## src/shared/qmx_pkg.sv

```systemverilog
// Constants and types for the quad 2:1 mux switch controller
package qmx_pkg;

  ////////////////////////////////////////////////////////////////////////////
  // Serial slave address and frame shape
  localparam logic [3:0] QMX_ADDR_FIXED = 4'hA;
  localparam logic [3:0] QMX_BITS_PER_BYTE = 4'h8;
  localparam logic [3:0] QMX_LAST_BIT = 4'h7;
  localparam int QMX_SYNC_W = 5;

  // Default positions of the mode bits inside the second command byte
  localparam int QMX_LOAD_POS = 0;
  localparam int QMX_RESET_POS = 1;

  ////////////////////////////////////////////////////////////////////////////
  // Selector codes of the first command byte
  localparam logic [6:0] QMX_SEL_ALL_A = 7'h00;
  localparam logic [6:0] QMX_SEL_ALL_B = 7'h01;
  localparam logic [6:0] QMX_SEL_ONE_FIRST = 7'h02;
  localparam logic [6:0] QMX_SEL_ONE_LAST = 7'h09;
  localparam logic [6:0] QMX_SEL_OFF_FIRST = 7'h0E;
  localparam logic [6:0] QMX_SEL_OFF_LAST = 7'h11;
  localparam logic [6:0] QMX_SEL_GPO = 7'h14;
  localparam logic [6:0] QMX_SEL_ALL_OFF = 7'h1F;

  // Element vector: bit 8 is the logic output, bits 7..0 the switches
  localparam int QMX_GPO_IDX = 8;
  localparam logic [7:0] QMX_MASK_ALL_A = 8'hAA;
  localparam logic [7:0] QMX_MASK_ALL_B = 8'h55;
  localparam logic [7:0] QMX_MASK_MUX1 = 8'hC0;
  localparam logic [7:0] QMX_MASK_ALL_SW = 8'hFF;

  // Status word sent back over the serial link
  localparam int QMX_READBACK_SW_LSB = 8;
  localparam int QMX_READBACK_GPO = 3;

  ////////////////////////////////////////////////////////////////////////////
  // Register bus map
  localparam int QMX_AXI_AW = 8;
  localparam logic [7:0] QMX_REG_CTRL = 8'h00;
  localparam logic [7:0] QMX_REG_STATUS = 8'h04;
  localparam logic [7:0] QMX_REG_PENDING = 8'h08;
  localparam logic [7:0] QMX_REG_WORDS = 8'h0C;
  localparam int QMX_CTRL_EN_BIT = 0;
  localparam int QMX_CTRL_VARIANT_BIT = 1;
  localparam logic [1:0] QMX_CTRL_RST = 2'h3;
  localparam logic [1:0] QMX_AXI_OKAY = 2'h0;
  localparam logic [1:0] QMX_AXI_SLVERR = 2'h2;

  // Register decode results
  localparam logic [2:0] QMX_RSEL_NONE = 3'h0;
  localparam logic [2:0] QMX_RSEL_CTRL = 3'h1;
  localparam logic [2:0] QMX_RSEL_STATUS = 3'h2;
  localparam logic [2:0] QMX_RSEL_PENDING = 3'h3;
  localparam logic [2:0] QMX_RSEL_WORDS = 3'h4;

  ////////////////////////////////////////////////////////////////////////////
  typedef struct packed {
    logic cmd_level_bit;
    logic [6:0] selector;
  } qmx_cmd_t;

  typedef struct packed {
    logic [8:0] mask;
    logic [8:0] val;
  } qmx_elem_upd_t;

  typedef struct packed {
    logic gp_logic_output;
    logic [7:0] closed;
  } qmx_out_state_t;

  typedef enum logic [2:0] {
    ST_IDLE,
    ST_ADDR,
    ST_ADDR_ACK,
    ST_WR_BYTE,
    ST_WR_ACK,
    ST_RD_BYTE,
    ST_RD_ACK,
    ST_IGNORE
  } qmx_i2c_state_t;

endpackage

```

## src/rtl/qmx_switch_ctrl.sv

```systemverilog
// Two-wire slave that decodes command words into eight mux switch controls
//
// Decided for this implementation: the AXI4-Lite register port and the register offsets.
`timescale 1ns/1ps

//////////////////////////////////////////////////////////////////////////////
// Behaviour
// - Slave only; serial clock is an input and is never driven.
// - Start is data falling with clock high; then address MSB first and direction.
// - Matching address gets data held low in the ninth pulse; others stay idle.
// - Direction one reads from the slave, zero writes to it.
// - Every byte is eight data pulses plus one acknowledge pulse.
// - Data changes only with clock low; data rising with clock high is stop.
// - Address is fixed 1010 above three address select pins.
// - A write carries a sixteen bit command word as two bytes.
// - Load strobe and soft reset come from the second command byte.
// - Bit 7 gives closed level; selectors 0 and 1 hit all A or B.
// - Selectors 2 to 9 hit single switches mux1 A through mux4 B.
// - Selectors 14 to 17 open one mux; 31 with bit 7 low opens all.
// - Selector 20 sets the logic output on the variant that has it.
// - Several pending commands on one element: only the latest takes effect.
// - Commands stay pending until a word with load strobe high applies all.
// - Soft reset low or power-up opens all switches and drives output low.
// - Read returns two status bytes; one means closed or output high.
// - Status bits 15..8 are the switches, bit 3 the logic output.
module qmx_switch_ctrl
  import qmx_pkg::*;
#(
  parameter int LOAD_BIT_POS = QMX_LOAD_POS,
  parameter int RESET_BIT_POS = QMX_RESET_POS
) (
  input logic sys_clk_in,
  input logic resetn_in,
  input logic scl_in,
  input logic sda_in,
  output logic sda_out,
  output logic sda_oe_out,
  input logic addr_sel_lsb_in,
  input logic addr_sel_mid_in,
  input logic addr_sel_msb_in,
  output qmx_out_state_t switch_state_out,
  input logic [QMX_AXI_AW-1:0] s_axi_awaddr_in,
  input logic s_axi_awvalid_in,
  output logic s_axi_awready_out,
  input logic [31:0] s_axi_wdata_in,
  input logic [3:0] s_axi_wstrb_in,
  input logic s_axi_wvalid_in,
  output logic s_axi_wready_out,
  output logic [1:0] s_axi_bresp_out,
  output logic s_axi_bvalid_out,
  input logic s_axi_bready_in,
  input logic [QMX_AXI_AW-1:0] s_axi_araddr_in,
  input logic s_axi_arvalid_in,
  output logic s_axi_arready_out,
  output logic [31:0] s_axi_rdata_out,
  output logic [1:0] s_axi_rresp_out,
  output logic s_axi_rvalid_out,
  input logic s_axi_rready_in
);

  ////////////////////////////////////////////////////////////////////////////
  // Functions

  function automatic qmx_elem_upd_t qmx_decode(input qmx_cmd_t c, input logic gpo_ok);
    qmx_elem_upd_t u;
    logic [6:0] k;
    u = '0;
    k = '0;
    if (c.selector == QMX_SEL_ALL_A) begin
      u.mask = {1'b0, QMX_MASK_ALL_A};
      u.val = {9{c.cmd_level_bit}};
    end else if (c.selector == QMX_SEL_ALL_B) begin
      u.mask = {1'b0, QMX_MASK_ALL_B};
      u.val = {9{c.cmd_level_bit}};
    end else if (c.selector >= QMX_SEL_ONE_FIRST && c.selector <= QMX_SEL_ONE_LAST) begin
      k = QMX_SEL_ONE_LAST - c.selector;
      u.mask[k[2:0]] = 1'b1;
      u.val = {9{c.cmd_level_bit}};
    end else if (c.selector >= QMX_SEL_OFF_FIRST && c.selector <= QMX_SEL_OFF_LAST) begin
      k = c.selector - QMX_SEL_OFF_FIRST;
      u.mask = {1'b0, QMX_MASK_MUX1 >> {k[1:0], 1'b0}};
    end else if (c.selector == QMX_SEL_GPO && gpo_ok) begin
      u.mask[QMX_GPO_IDX] = 1'b1;
      u.val = {9{c.cmd_level_bit}};
    end else if (c.selector == QMX_SEL_ALL_OFF && !c.cmd_level_bit) begin
      u.mask = {1'b0, QMX_MASK_ALL_SW};
    end
    // Any other code leaves the mask empty and so touches nothing
    return u;
  endfunction

  // Later update wins on every element it names
  function automatic logic [8:0] qmx_merge(input logic [8:0] base, input qmx_elem_upd_t u);
    return (base & ~u.mask) | (u.val & u.mask);
  endfunction

  function automatic logic [2:0] qmx_reg_decode(input logic [QMX_AXI_AW-1:0] a);
    logic [2:0] r;
    r = QMX_RSEL_NONE;
    case (a)
      QMX_REG_CTRL: r = QMX_RSEL_CTRL;
      QMX_REG_STATUS: r = QMX_RSEL_STATUS;
      QMX_REG_PENDING: r = QMX_RSEL_PENDING;
      QMX_REG_WORDS: r = QMX_RSEL_WORDS;
      default: r = QMX_RSEL_NONE;
    endcase
    return r;
  endfunction

  ////////////////////////////////////////////////////////////////////////////
  // Declarations

  logic [QMX_SYNC_W-1:0] pins_s;
  logic scl_s;
  logic sda_s;
  logic [2:0] addr_sel_s;
  logic scl_q_reg;
  logic sda_q_reg;
  logic scl_rise;
  logic scl_fall;
  logic start_det;
  logic stop_det;
  logic byte_end;
  logic addr_hit;
  qmx_i2c_state_t state_reg;
  logic [3:0] bit_cnt_reg;
  logic [7:0] rx_reg;
  logic [7:0] tx_reg;
  logic [7:0] tx_next;
  logic sda_oe_reg;
  logic rw_reg;
  logic byte_idx_reg;
  logic mack_reg;
  qmx_cmd_t cmd_reg;
  logic word_go_reg;
  qmx_elem_upd_t upd;
  qmx_elem_upd_t pend_reg;
  qmx_elem_upd_t pend_next;
  logic [8:0] applied_reg;
  logic soft_n_reg;
  logic [15:0] words_reg;
  logic [15:0] readback;
  logic [1:0] ctrl_reg;
  logic ctrl_en;
  logic ctrl_variant;
  logic aw_held_reg;
  logic w_held_reg;
  logic [QMX_AXI_AW-1:0] awaddr_reg;
  logic [31:0] wdata_reg;
  logic [3:0] wstrb_reg;
  logic do_write;
  logic bvalid_reg;
  logic [1:0] bresp_reg;
  logic rvalid_reg;
  logic [1:0] rresp_reg;
  logic [31:0] rdata_reg;
  logic [31:0] rd_mux;

  ////////////////////////////////////////////////////////////////////////////
  // Pin sampling and bus conditions

  qmx_sync #(
    .WIDTH(QMX_SYNC_W)
  ) u_sync (
    .sys_clk_in(sys_clk_in),
    .resetn_in(resetn_in),
    .async_in({addr_sel_msb_in, addr_sel_mid_in, addr_sel_lsb_in, sda_in, scl_in}),
    .sync_out(pins_s)
  );

  assign scl_s = pins_s[0];
  assign sda_s = pins_s[1];
  assign addr_sel_s = pins_s[4:2];

  always_ff @(posedge sys_clk_in or negedge resetn_in) begin
    if (!resetn_in) begin
      scl_q_reg <= 1'b1;
      sda_q_reg <= 1'b1;
    end else begin
      scl_q_reg <= scl_s;
      sda_q_reg <= sda_s;
    end
  end

  // Clock line is only observed, never driven
  assign scl_rise = scl_s & ~scl_q_reg;
  assign scl_fall = ~scl_s & scl_q_reg;
  assign start_det = scl_s & scl_q_reg & sda_q_reg & ~sda_s;
  assign stop_det = scl_s & scl_q_reg & ~sda_q_reg & sda_s;
  assign byte_end = scl_fall && (bit_cnt_reg == QMX_BITS_PER_BYTE);
  assign addr_hit = ctrl_en && (rx_reg[7:1] == {QMX_ADDR_FIXED, addr_sel_s});

  ////////////////////////////////////////////////////////////////////////////
  // Serial state machine

  assign tx_next = byte_idx_reg ? readback[QMX_READBACK_SW_LSB-1:0]
                                : readback[QMX_READBACK_SW_LSB +: 8];

  always_ff @(posedge sys_clk_in or negedge resetn_in) begin
    if (!resetn_in) begin
      state_reg <= ST_IDLE;
      bit_cnt_reg <= 4'h0;
      rx_reg <= 8'h00;
      tx_reg <= 8'h00;
      sda_oe_reg <= 1'b0;
      rw_reg <= 1'b0;
      byte_idx_reg <= 1'b0;
      mack_reg <= 1'b0;
    end else if (stop_det) begin
      state_reg <= ST_IDLE;
      sda_oe_reg <= 1'b0;
    end else if (start_det) begin
      state_reg <= ST_ADDR;
      bit_cnt_reg <= 4'h0;
      sda_oe_reg <= 1'b0;
      byte_idx_reg <= 1'b0;
    end else begin
      case (state_reg)
        ST_ADDR, ST_WR_BYTE: begin
          if (scl_rise) begin
            rx_reg <= {rx_reg[6:0], sda_s};
            bit_cnt_reg <= bit_cnt_reg + 4'h1;
          end else if (byte_end) begin
            if (state_reg == ST_ADDR) begin
              if (addr_hit) begin
                sda_oe_reg <= 1'b1;
                rw_reg <= rx_reg[0];
                state_reg <= ST_ADDR_ACK;
              end else begin
                state_reg <= ST_IGNORE;
              end
            end else begin
              sda_oe_reg <= 1'b1;
              byte_idx_reg <= ~byte_idx_reg;
              state_reg <= ST_WR_ACK;
            end
          end
        end
        ST_ADDR_ACK: begin
          if (scl_fall) begin
            bit_cnt_reg <= 4'h0;
            if (rw_reg) begin
              tx_reg <= tx_next;
              sda_oe_reg <= ~tx_next[7];
              byte_idx_reg <= ~byte_idx_reg;
              state_reg <= ST_RD_BYTE;
            end else begin
              sda_oe_reg <= 1'b0;
              state_reg <= ST_WR_BYTE;
            end
          end
        end
        ST_WR_ACK: begin
          if (scl_fall) begin
            sda_oe_reg <= 1'b0;
            bit_cnt_reg <= 4'h0;
            state_reg <= ST_WR_BYTE;
          end
        end
        ST_RD_BYTE: begin
          if (scl_fall) begin
            if (bit_cnt_reg == QMX_LAST_BIT) begin
              sda_oe_reg <= 1'b0;
              state_reg <= ST_RD_ACK;
            end else begin
              // Data only moves after the clock has gone low
              tx_reg <= {tx_reg[6:0], 1'b0};
              sda_oe_reg <= ~tx_reg[6];
              bit_cnt_reg <= bit_cnt_reg + 4'h1;
            end
          end
        end
        ST_RD_ACK: begin
          if (scl_rise) begin
            mack_reg <= ~sda_s;
          end else if (scl_fall) begin
            if (mack_reg) begin
              tx_reg <= tx_next;
              sda_oe_reg <= ~tx_next[7];
              byte_idx_reg <= ~byte_idx_reg;
              bit_cnt_reg <= 4'h0;
              state_reg <= ST_RD_BYTE;
            end else begin
              state_reg <= ST_IGNORE;
            end
          end
        end
        default: begin
          sda_oe_reg <= 1'b0;
        end
      endcase
    end
  end

  // Open-drain: the line is only ever pulled low
  assign sda_out = 1'b0;
  assign sda_oe_out = sda_oe_reg;

  ////////////////////////////////////////////////////////////////////////////
  // Command capture

  always_ff @(posedge sys_clk_in or negedge resetn_in) begin
    if (!resetn_in) begin
      cmd_reg <= '0;
    end else if (byte_end && state_reg == ST_WR_BYTE && !byte_idx_reg) begin
      cmd_reg <= qmx_cmd_t'(rx_reg);
    end
  end

  // Second byte done: the word is complete and rx_reg holds the mode byte
  always_ff @(posedge sys_clk_in or negedge resetn_in) begin
    if (!resetn_in) begin
      word_go_reg <= 1'b0;
    end else begin
      word_go_reg <= byte_end && !start_det && state_reg == ST_WR_BYTE && byte_idx_reg;
    end
  end

  ////////////////////////////////////////////////////////////////////////////
  // Pending store and applied state

  always_comb begin
    upd = qmx_decode(cmd_reg, ctrl_variant);
    pend_next.mask = pend_reg.mask | upd.mask;
    pend_next.val = qmx_merge(pend_reg.val, upd);
  end

  always_ff @(posedge sys_clk_in or negedge resetn_in) begin
    if (!resetn_in) begin
      applied_reg <= '0;
      pend_reg <= '0;
      soft_n_reg <= 1'b0;
      words_reg <= 16'h0000;
    end else if (word_go_reg) begin
      words_reg <= words_reg + 16'h0001;
      soft_n_reg <= rx_reg[RESET_BIT_POS];
      if (!rx_reg[RESET_BIT_POS]) begin
        // Soft reset drops pending work too, so nothing stale survives it
        applied_reg <= '0;
        pend_reg <= '0;
      end else if (rx_reg[LOAD_BIT_POS]) begin
        applied_reg <= qmx_merge(applied_reg, pend_next);
        pend_reg <= '0;
      end else begin
        pend_reg <= pend_next;
      end
    end else if (!ctrl_variant) begin
      applied_reg[QMX_GPO_IDX] <= 1'b0;
    end
  end

  assign switch_state_out = qmx_out_state_t'(applied_reg);

  always_comb begin
    readback = 16'h0000;
    readback[QMX_READBACK_SW_LSB +: 8] = applied_reg[7:0];
    readback[QMX_READBACK_GPO] = applied_reg[QMX_GPO_IDX];
  end

  ////////////////////////////////////////////////////////////////////////////
  // Register bus: write path

  assign ctrl_en = ctrl_reg[QMX_CTRL_EN_BIT];
  assign ctrl_variant = ctrl_reg[QMX_CTRL_VARIANT_BIT];
  assign s_axi_awready_out = ~aw_held_reg & ~bvalid_reg;
  assign s_axi_wready_out = ~w_held_reg & ~bvalid_reg;
  assign do_write = aw_held_reg & w_held_reg & ~bvalid_reg;

  always_ff @(posedge sys_clk_in or negedge resetn_in) begin
    if (!resetn_in) begin
      aw_held_reg <= 1'b0;
      w_held_reg <= 1'b0;
      awaddr_reg <= '0;
      wdata_reg <= 32'h00000000;
      wstrb_reg <= 4'h0;
      bvalid_reg <= 1'b0;
      bresp_reg <= QMX_AXI_OKAY;
    end else begin
      if (s_axi_awvalid_in && s_axi_awready_out) begin
        aw_held_reg <= 1'b1;
        awaddr_reg <= s_axi_awaddr_in;
      end
      if (s_axi_wvalid_in && s_axi_wready_out) begin
        w_held_reg <= 1'b1;
        wdata_reg <= s_axi_wdata_in;
        wstrb_reg <= s_axi_wstrb_in;
      end
      if (do_write) begin
        aw_held_reg <= 1'b0;
        w_held_reg <= 1'b0;
        bvalid_reg <= 1'b1;
        bresp_reg <= (qmx_reg_decode(awaddr_reg) == QMX_RSEL_CTRL) ? QMX_AXI_OKAY
                                                                    : QMX_AXI_SLVERR;
      end else if (bvalid_reg && s_axi_bready_in) begin
        bvalid_reg <= 1'b0;
      end
    end
  end

  always_ff @(posedge sys_clk_in or negedge resetn_in) begin
    if (!resetn_in) begin
      ctrl_reg <= QMX_CTRL_RST;
    end else if (do_write && wstrb_reg[0] && qmx_reg_decode(awaddr_reg) == QMX_RSEL_CTRL) begin
      ctrl_reg <= wdata_reg[1:0];
    end
  end

  assign s_axi_bvalid_out = bvalid_reg;
  assign s_axi_bresp_out = bresp_reg;

  ////////////////////////////////////////////////////////////////////////////
  // Register bus: read path

  always_comb begin
    rd_mux = 32'h00000000;
    case (qmx_reg_decode(s_axi_araddr_in))
      QMX_RSEL_CTRL: rd_mux = {30'h0, ctrl_reg};
      QMX_RSEL_STATUS: rd_mux = {20'h00000, sda_oe_reg, state_reg != ST_IDLE,
                                 soft_n_reg, applied_reg};
      QMX_RSEL_PENDING: rd_mux = {7'h00, pend_reg.mask, 7'h00, pend_reg.val};
      QMX_RSEL_WORDS: rd_mux = {16'h0000, words_reg};
      default: rd_mux = 32'h00000000;
    endcase
  end

  assign s_axi_arready_out = ~rvalid_reg;

  always_ff @(posedge sys_clk_in or negedge resetn_in) begin
    if (!resetn_in) begin
      rvalid_reg <= 1'b0;
      rresp_reg <= QMX_AXI_OKAY;
      rdata_reg <= 32'h00000000;
    end else if (s_axi_arvalid_in && s_axi_arready_out) begin
      rvalid_reg <= 1'b1;
      rdata_reg <= rd_mux;
      rresp_reg <= (qmx_reg_decode(s_axi_araddr_in) == QMX_RSEL_NONE) ? QMX_AXI_SLVERR
                                                                        : QMX_AXI_OKAY;
    end else if (rvalid_reg && s_axi_rready_in) begin
      rvalid_reg <= 1'b0;
    end
  end

  assign s_axi_rvalid_out = rvalid_reg;
  assign s_axi_rresp_out = rresp_reg;
  assign s_axi_rdata_out = rdata_reg;

endmodule

```

## src/rtl/qmx_sync.sv

```systemverilog
// Two-flop synchroniser for the serial pins and address select inputs
`timescale 1ns/1ps
module qmx_sync
  import qmx_pkg::*;
#(
  parameter int WIDTH = QMX_SYNC_W
) (
  input logic sys_clk_in,
  input logic resetn_in,
  input logic [WIDTH-1:0] async_in,
  output logic [WIDTH-1:0] sync_out
);

  logic [WIDTH-1:0] meta_reg;
  logic [WIDTH-1:0] sync_reg;

  // Idle bus lines float high, so reset to ones to avoid a false start
  always_ff @(posedge sys_clk_in or negedge resetn_in) begin
    if (!resetn_in) begin
      meta_reg <= '1;
      sync_reg <= '1;
    end else begin
      meta_reg <= async_in;
      sync_reg <= meta_reg;
    end
  end

  assign sync_out = sync_reg;

endmodule

```

## config.mk

```make
export PLATFORM = sky130hd
export DESIGN_NAME = qmx_switch_ctrl
export DESIGN_NICKNAME = d
export VERILOG_FILES = /design/src/shared/qmx_pkg.sv /design/src/rtl/qmx_switch_ctrl.sv /design/src/rtl/qmx_sync.sv
export SDC_FILE = /design/constraint.sdc
export NUM_CORES = 1
export LEC_CHECK = 0
export BUFFER_PORTS_ARGS = -buffer_cell sky130_fd_sc_hd__buf_4
export CORE_MARGIN = 2
export CORE_UTILIZATION = 45
export CTS_CLUSTER_DIAMETER = 80
export CTS_CLUSTER_SIZE = 40
export DETAILED_ROUTE_END_ITERATION = 6
export GPL_TIMING_DRIVEN = 0
export PLACE_DENSITY = 0.69
export RECOVER_POWER = 50
export SLEW_MARGIN = 15
export SYNTH_ARGS = -nofsm -noshare
export SYNTH_HDL_FRONTEND = slang
export SYNTH_SLANG_ARGS = --single-unit
```

## constraint.sdc

```tcl
create_clock -name sys_clk_in -period 2.6 [get_ports sys_clk_in]
set_input_delay 0.13 -clock sys_clk_in [delete_from_list [all_inputs] [get_ports sys_clk_in]]
set_output_delay 0.13 -clock sys_clk_in [all_outputs]
set_load 0.01 [all_outputs]
```

Yosys cells after proc, flatten, opt, wreduce, memory -nomap -nowiden. Cells that the tools add are included.

Register bits: 144. Logic and storage cells: 270.

$add $sub $neg: 4. Order comparisons: 6. Equality and inequality tests: 56. Shift-type cells: 1. Multiplexer cells: 90. Bitwise logic cells: 34. Reductions and logical operators: 47.

Operator list (count): $pmux 25 s4 (1); $mux 18 (5); $mux 7 (7); $mux 3 (15); $mux 9 (5); $and 9x9->9 (4); $ne 3x3->1 const B (12); $ne 4x4->1 const B (9); $mux 1 (35); $eq 8x4->1 const B (4); $mux 4 (8); $or 9x9->9 (3); $reduce_and 9->1 (3); $mux 8 (3); $pmux 3 s4 (2); $pmux 7 s3 (1); $reduce_and 10->1 (2); $logic_and 1x1->1 (19); $ne 2x2->1 const B (9); $not 9->9 (2); $add 16x1->16 const B (1); $eq 8x3->1 const B (2); $logic_not 8->1 (2); $pmux 4 s4 (1); 39 further kinds (83).

Longest topological paths before layout. Gate-level depths: netlist of the first run.

Word-level depth: 16. Gate-level depth with buffers: 7.

Cells and area by module. Synthesis of the first run repeated with hierarchy kept, for this count alone.

Cells, all modules: 600. Area total of the unflattened synthesis: 6567.5 µm².

By module, submodules not included: qmx_switch_ctrl (instances 1, cells each 590, area an instance 6304.8 µm², sequential area each 3133.0 µm²); qmx_sync (instances 1, cells each 10, area an instance 262.8 µm², sequential area each 262.8 µm²).

Worst setup path after synthesis of the first run. No wires, ideal clock.

Kind: register -> register. Start: reg scl_q_reg. End: reg cmd_reg[0] (netlist name). Arrival time: 1811 ps. Data required time: 2475 ps. Setup slack: 665 ps. Stages on the path, launching flop included: 6. Buffers on the path: 1. Path through: dfstp_2 buf_4 and4bb_1 and4b_4 nor3b_4 mux2_2.

Longest elaborated chain between the ends: 4.

RTL lines: start: declaration (RTL line qmx_switch_ctrl.sv:117) `logic scl_q_reg;`; start signal: assignment (RTL line qmx_switch_ctrl.sv:180) `scl_q_reg <= scl_s;`; $and 1x1->1 (RTL line qmx_switch_ctrl.sv:187) `assign scl_fall = ~scl_s & scl_q_reg;`; $logic_and 1x1->1 (RTL line qmx_switch_ctrl.sv:190) `assign byte_end = scl_fall && (bit_cnt_reg == QMX_BITS_PER_BYTE);`; $logic_and 1x1->1 (2 in series) (RTL line qmx_switch_ctrl.sv:305) `end else if (byte_end && state_reg == ST_WR_BYTE && !byte_idx_reg) begin`; end signal: assignment (RTL line qmx_switch_ctrl.sv:306) `cmd_reg <= qmx_cmd_t'(rx_reg);`; end: declaration (RTL line qmx_switch_ctrl.sv:134) `qmx_cmd_t cmd_reg;`.

No other way between the ends. A chain may end at the register's enable or synchronous reset.

Worst setup path after layout of the first run.
Start: reg u_sync.sync_reg[0], in the netlist u_sync.sync_out[0]. End: reg bit_cnt_reg[3].

Longest elaborated chain between the ends: 5. Elaborated cells between the ends (all ways): 19.

RTL lines: start: declaration (RTL line qmx_sync.sv:15) `logic [WIDTH-1:0] sync_reg;`; start signal: assignment (RTL line qmx_sync.sv:24) `sync_reg <= meta_reg;`; $and 1x1->1 (RTL line qmx_switch_ctrl.sv:188, qmx_switch_ctrl.sv:189); $and 1x1->1 (on tied branches) (2 in series) (RTL line qmx_switch_ctrl.sv:188, qmx_switch_ctrl.sv:189); $ne 3x3->1 (no source line) (tied with other cells); $reduce_and 9->1 (no source line); end signal: assignment (RTL line qmx_switch_ctrl.sv:222) `bit_cnt_reg <= bit_cnt_reg + 4'h1;`; end signal: assignment (RTL line qmx_switch_ctrl.sv:269) `bit_cnt_reg <= bit_cnt_reg + 4'h1;`; end: declaration (RTL line qmx_switch_ctrl.sv:126) `logic [3:0] bit_cnt_reg;`.

Several ways; a longest one is shown, not always the timed one.

==> out/metrics.yaml, run 1 <==
clk_pin_slew_ns: 0.06
drc_errors: 0
ys_ff_latch: 135
r2r-end: "bit_cnt_reg[3]"
largest_reg_flops: 25
finalWorstSetupSlack_ns: 0.4306
worstPathMaxFanout: 10
fp-row-count: 44
synth.mux.area_fraction_pct: 10.78
ys_top_cells_by_area: "dfrtp_1 46%, mux2_2 8.3%, dfstp_2 5.5%, nand2_1 3.4%, o21ai_0 2.8%"
synthXorXnorAreaFrac_pct: 2.501
wl_microns: 15630
grt_max_degree: 81
clock_skew_ns: 0.006115
synth_ff_type: "dfrtp_1"
io_pins: 116
synthArstFlopShare_pct: 100.0
hold_viol: 0
diodes: 0
cp.arrival_ns: 2.47
synthAdderAreaFrac_pct: 0.5642
synth_edf_count: 0
drv_cap: 0
syn_inst: 618
hpwl_microns: 11030
synthTopCellsByCount: "121 x dfrtp_1, 60 x nand2_1, 49 x mux2_2"
nNetsFinal: 806
htreeDepth: 4
crit_path_end: "bit_cnt_reg[3]"
preCtsSetupSlack_ns: 0.4819
firstDrtPassIters: 5
syn_area_per_cell_sq_um: 10.76
die_w_microns: 125.6
leakagePower_nw: 3.697
fin_crit_sh_pct: 83.44
core_area_sq_um: 14480
synth_top_cell_area_share_pct: 45.51
ant_nets: 0
routed.top_layer: "met4"
status: "completed"
ys_seq_area_share_pct: 51.04
met2WireLength_microns: 7463
synth_compound_area_share_pct: 13.35
irDropWorstVdd_mv: 0.4288
synth_top_cell_by_area: "dfrtp_1"
worst_setup_path_end_kind: "flop"
wl_met3_microns: 758
wl_per_cell_microns: 16.70
wl_met1_microns: 7226
rr_worst_depth: 6
max_freq_mhz: 461.0
grt_pass1_wl_microns: 25830
worstSetupStartpoint: "u_sync.sync_out[0]"
final_max_slew_viol_count: 0
grt_usage_pct: 20.36
tightest_slew_ns: 1.402
num_vias: 5173
insertion_delay_ns: 0.42
worst_ep_required_time_ns: 2.90
die_area_sq_um: 15770
cts_max_path_buffers: 2
synth_top_family_by_area: "simple AND/OR/NAND/NOR gates"
first_iter_violations: 457
fin_crit_ns: 2.169
drive_gt1_share_pct: 22.87
start_util_pct: 45.95
setup_viol: 0
synth_cell_types: 70
grt_antenna_before_repair: 0
cts_sinks: 135
cts_tree: "done"
start_kind: "flop"
yosysWarnings: 0
rsz0062_at_grt: "false"
viasPerCell: 5.527
syn_to_final_growth_pct: 22.29
r2r_start: "u_sync.sync_out[0]"
clockRootBuffer: "clkbuf_16"
timing.hold.worst.class: "input port to flop"
numCtsBuffers: 17
die_y_microns: 125.6
timing.max_slew.rel_slack_pct: 6.549
cts_resized: 0
syn_area_sq_um: 6653
p_per_area_nw_per_um2: 815.1
synth_simple_gate_area_share_pct: 17.53
tns_ns: 0
grt_pass1_vias: 5071
port_buffers: 71
post-synth-top-count-cell: "dfrtp_1"
crit_type: "flop to flop"
gp_congestion: 0.8497
overflow: 0
rrSetupSlack_ns: 0.43
==> layout by cell type (no fill, tap or decap), types with 13 or more instances in the layout <==
master and instances:
a21oi_1 13, a22o_1 19, buf_4 49, clkbuf_1 49
clkbuf_16 17, dfrtp_1 121, dlygate4sd3_1 21, inv_1 14
mux2_2 49, nand2_1 60, nand3_1 21, nor2_1 43
o21ai_0 37
==> stage by stage <==
step	hold slack, ns	util, %	total power, mW	cells	cell area [sq um]
2_1_floorplan	-0.1656	-	3.840	627	6686
6_report	0.1292	56.19	6.631	936	8135
4_1_cts	0.1206	56.98	6.687	936	8250
3_3_place_gp	0.2380	51.45	4.272	882	7450
3_5_place_dp	0.1239	51.67	4.344	883	7481
5_1_grt	0.1661	56.19	7.017	936	8135
==> where the power goes <==
group | leakage (nW) | internal, mW | switching [mW] | total (mW)
clock network | 0.275 | 1.43 | 0.862 | 2.29
registers | 1.77 | 2.39 | 0.239 | 2.63
logic | 1.65 | 0.760 | 0.953 | 1.71
==> worst min-delay path by stage <==
| stage | startpoint | to | slack (ns) | cells after the start |
|---|---|---|---|---|
| 2_1_floorplan | resetn_in | aw_held_reg | -0.17 | 0 |
| 3_3_place_gp | scl_in | u_sync.meta_reg[0] | 0.24 | 1 |
| 3_5_place_dp | resetn_in | s_axi_rvalid_out | 0.12 | 1 |
| 4_1_cts | s_axi_arvalid_in | s_axi_rresp_out[1] | 0.12 | 4 |
| 5_1_grt | s_axi_arvalid_in | s_axi_rresp_out[1] | 0.17 | 4 |
| 6_report | s_axi_araddr_in[0] | s_axi_rresp_out[1] | 0.13 | 5 |
==> per-layer routing <==
metal | vias up | GRT usage [%]
met5 | - | 0
met4 | 0 | 6.797
met3 | 15 | 4.536
met2 | 150 | 32.69
met1 | 2555 | 27.52
li1 | 2453 | -
==> worst max-delay path, stage by stage (launching register included) <==
cell	delay [ns]
dfstp_1	0.56
buf_2	0.22
nand4b_1	0.36
o21ai_0	0.37
nor3_1	0.09
and3_1	0.19
a211o_1	0.25
==> area by class of cell <==
| cell class | instances | area, sq um |
|---|---|---|
| Tap cell | 184 | 230.2 |
| Clock buffer | 23 | 457.9 |
| Multi-Input combinational cell | 437 | 3013 |
| Timing Repair Buffer | 93 | 659.4 |
| Sequential cell | 135 | 3396 |
| Clock inverter | 9 | 101.3 |
| Inverter | 14 | 52.55 |
| Fill cell | 1257 | 6344 |
| Buffer | 41 | 225.2 |
==> cell families after synthesis <==
logic type,Yosys count
fa+ha+maj,3
xor+xnor,19
compound gates,127
other cells,1
buf+inv,55
simple gates,215
mux,63
flops,135
==> what timing repair did <==
action,CTS,global route
setup buffers,0,0
hold buffers,21,0
hold endpoints to repair,73,0
Power figures use the tool's default switching activity.
==> inputs of run 2 (changes only) <==
Settings changed: PLACE_DENSITY 0.69 to 0.72.
Clock period 2.6 ns to 1.9 ns, I/O delays scaled along.
==> run 2 against run 1 <==
Compared with the run above: the flow now finishes with violations (max-capacitance violations, max-slew violations, negative setup slack); global-route usage is 0.084 points higher; core utilization increased by 2.0 points; final cell count is 1.1% higher; critical path type unchanged.
==> out/metrics.yaml, run 2 (synthesized netlist as in run 1, its figures left out) <==
die_area_sq_um: 15770
wl_microns: 15890
largest_reg_flops: 25
crit_slowest_cell: "dfrtp_1"
crit_chain: "inv_1 -> ha_1 -> and4bb_1 -> and4b_4 -> nor3b_4 -> buf_12 -> mux2_4"
first_iter_violations: 332
violations: "max-capacitance violations, max-slew violations, negative setup slack"
wl_per_cell_microns: 16.79
clockRootBuffer: "clkbuf_16"
worstSetupStartpoint: "bit_cnt_reg[0]"
cts_sinks: 135
cts_tree: "done"
port_buffers: 71
worstPathMaxFanout: 8
insertion_delay_ns: 0.42
final_common_cell: "dfrtp_1"
die_y_microns: 125.6
timing.hold.worst.class: "input port to flop"
grt_pass1_vias: 5045
postLayoutCellArea_sq_um: 8418
hp-start: "s_axi_araddr_in[0]"
critPathMaxStageDelay_ns: 0.41
cp.buffers_inverters: 2
cts_max_path_buffers: 2
timing.max_slew.rel_slack_pct: -14.86
hpwl_microns: 11020
max_freq_mhz: 502.5
start_util_pct: 45.95
overflow: 0
placed_area_sq_um: 7481
syn_to_final_growth_pct: 26.54
final_max_slew_viol_count: 69
grt_antenna_before_repair: 0
ant_nets: 0
critical_path.top_delay_family: "simple AND/OR/NAND/NOR gates"
setup_viol: 11
fp-row-count: 44
leakagePower_nw: 3.822
worst_setup_path_end_kind: "flop"
rsz0062_at_grt: "true"
drc_errors: 0
nFillCells: 1249
hold_viol: 0
io_pins: 116
drive_gt1_share_pct: 27.95
fin_crit_ns: 1.990
start_kind: "flop"
num_vias: 5250
diodes: 0
clk_pin_slew_ns: 0.05
firstDrtPassIters: 5
fin_crit_sh_pct: 104.7
crit_type: "flop to flop"
p_per_area_nw_per_um2: 1114
tightest_slew_ns: 1.723
numCtsBuffers: 17
p_total_mw: 9.377
rrSetupSlack_ns: -0.09
grt_pass1_wl_microns: 25830
status: "complete, but fails checks"
grt_max_degree: 70
irDropWorstVdd_mv: 0.7113
viasPerCell: 5.550
nNetsFinal: 816
die_w_microns: 125.6
r2r_start: "bit_cnt_reg[0]"
cp.arrival_ns: 2.29
htreeDepth: 4
gp_congestion: 0.8619
grt_usage_pct: 20.44
core_area_sq_um: 14480
clock_skew_ns: 0.007048
drv_cap: 1
worst_ep_required_time_ns: 2.20
final_cell_mix: "119 x dfrtp_1, 59 x buf_4, 59 x nand2_1, 42 x clkbuf_1, 41 x mux2_2"
finalWorstSetupSlack_ns: -0.08990
run 2: final cells by class:
type	count	area [sq um]	area share, %
Timing Repair Buffer	104	754.5	8.963
Clock inverter	10	105.1	1.249
Inverter	14	52.55	0.6243
Clock buffer	22	464.2	5.514
Multi-Input combinational cell	437	3177	37.74
Buffer	40	236.5	2.809
Sequential cell	135	3398	40.37
Tap cell	184	230.2	2.735
run 2: power breakdown:
| part | internal (mW) | total, mW | leakage, nW | switching [mW] |
|---|---|---|---|---|
| Combinational | 1.20 | 2.61 | 1.77 | 1.41 |
| Clock | 1.98 | 3.15 | 0.279 | 1.17 |
| Sequential | 3.27 | 3.62 | 1.77 | 0.347 |
| Total | 6.45 | 9.38 | 3.82 | 2.92 |
run 2: path summary, 6_finish.rpt:
kind | end | depth (start not counted)
max | cmd_reg[7] | 7
min | s_axi_rresp_out[1] | 5
max reg2reg | cmd_reg[7] | 7
min reg2reg | u_sync.sync_out[0] | 0
max in group asynchronous | u_sync.sync_out[2] | 3
min in group asynchronous | s_axi_rdata_out[12] | 2
run 2: worst min-delay path, delay by kind of cell:
kind	cells	cell delay (ns)
buffers and inverters	1	0.08
AND/OR/NAND/NOR	4	0.30
run 2: per-stage QoR:
step           instances  utilization [%]  setup WS [ns]  hold slack (ns)  TNS, ns
3_3_place_gp         882            51.45        -0.1937           0.2032   -1.981
2_1_floorplan        627                -       -0.03540          -0.2006  -0.2832
3_5_place_dp         883            51.67        -0.2071           0.1342   -2.761
5_1_grt              946            58.14        -0.1767           0.1253   -14.60
6_report             946            58.14       -0.08990          0.09477  -0.8380
4_1_cts              941            57.84       -0.05171           0.1072  -0.5520
run 2: routing by layer:
layer | share of wire [%] | GRT usage, % | up-vias
met5 | 0 | 0 | -
met4 | 1.7 | 5.752 | 0
met3 | 5.5 | 5.734 | 25
met2 | 47 | 31.89 | 174
met1 | 46 | 28.11 | 2572
li1 | - | - | 2479
run 2: repair_timing:
item                                    in CTS  in global routing
hold buffers                                21                  0
endpoints found under the setup margin      23                 42
gates resized for setup                     18                 39
endpoints found under the hold margin       86                  0
pin swaps                                    3                  6
buffers inserted                             6                  5
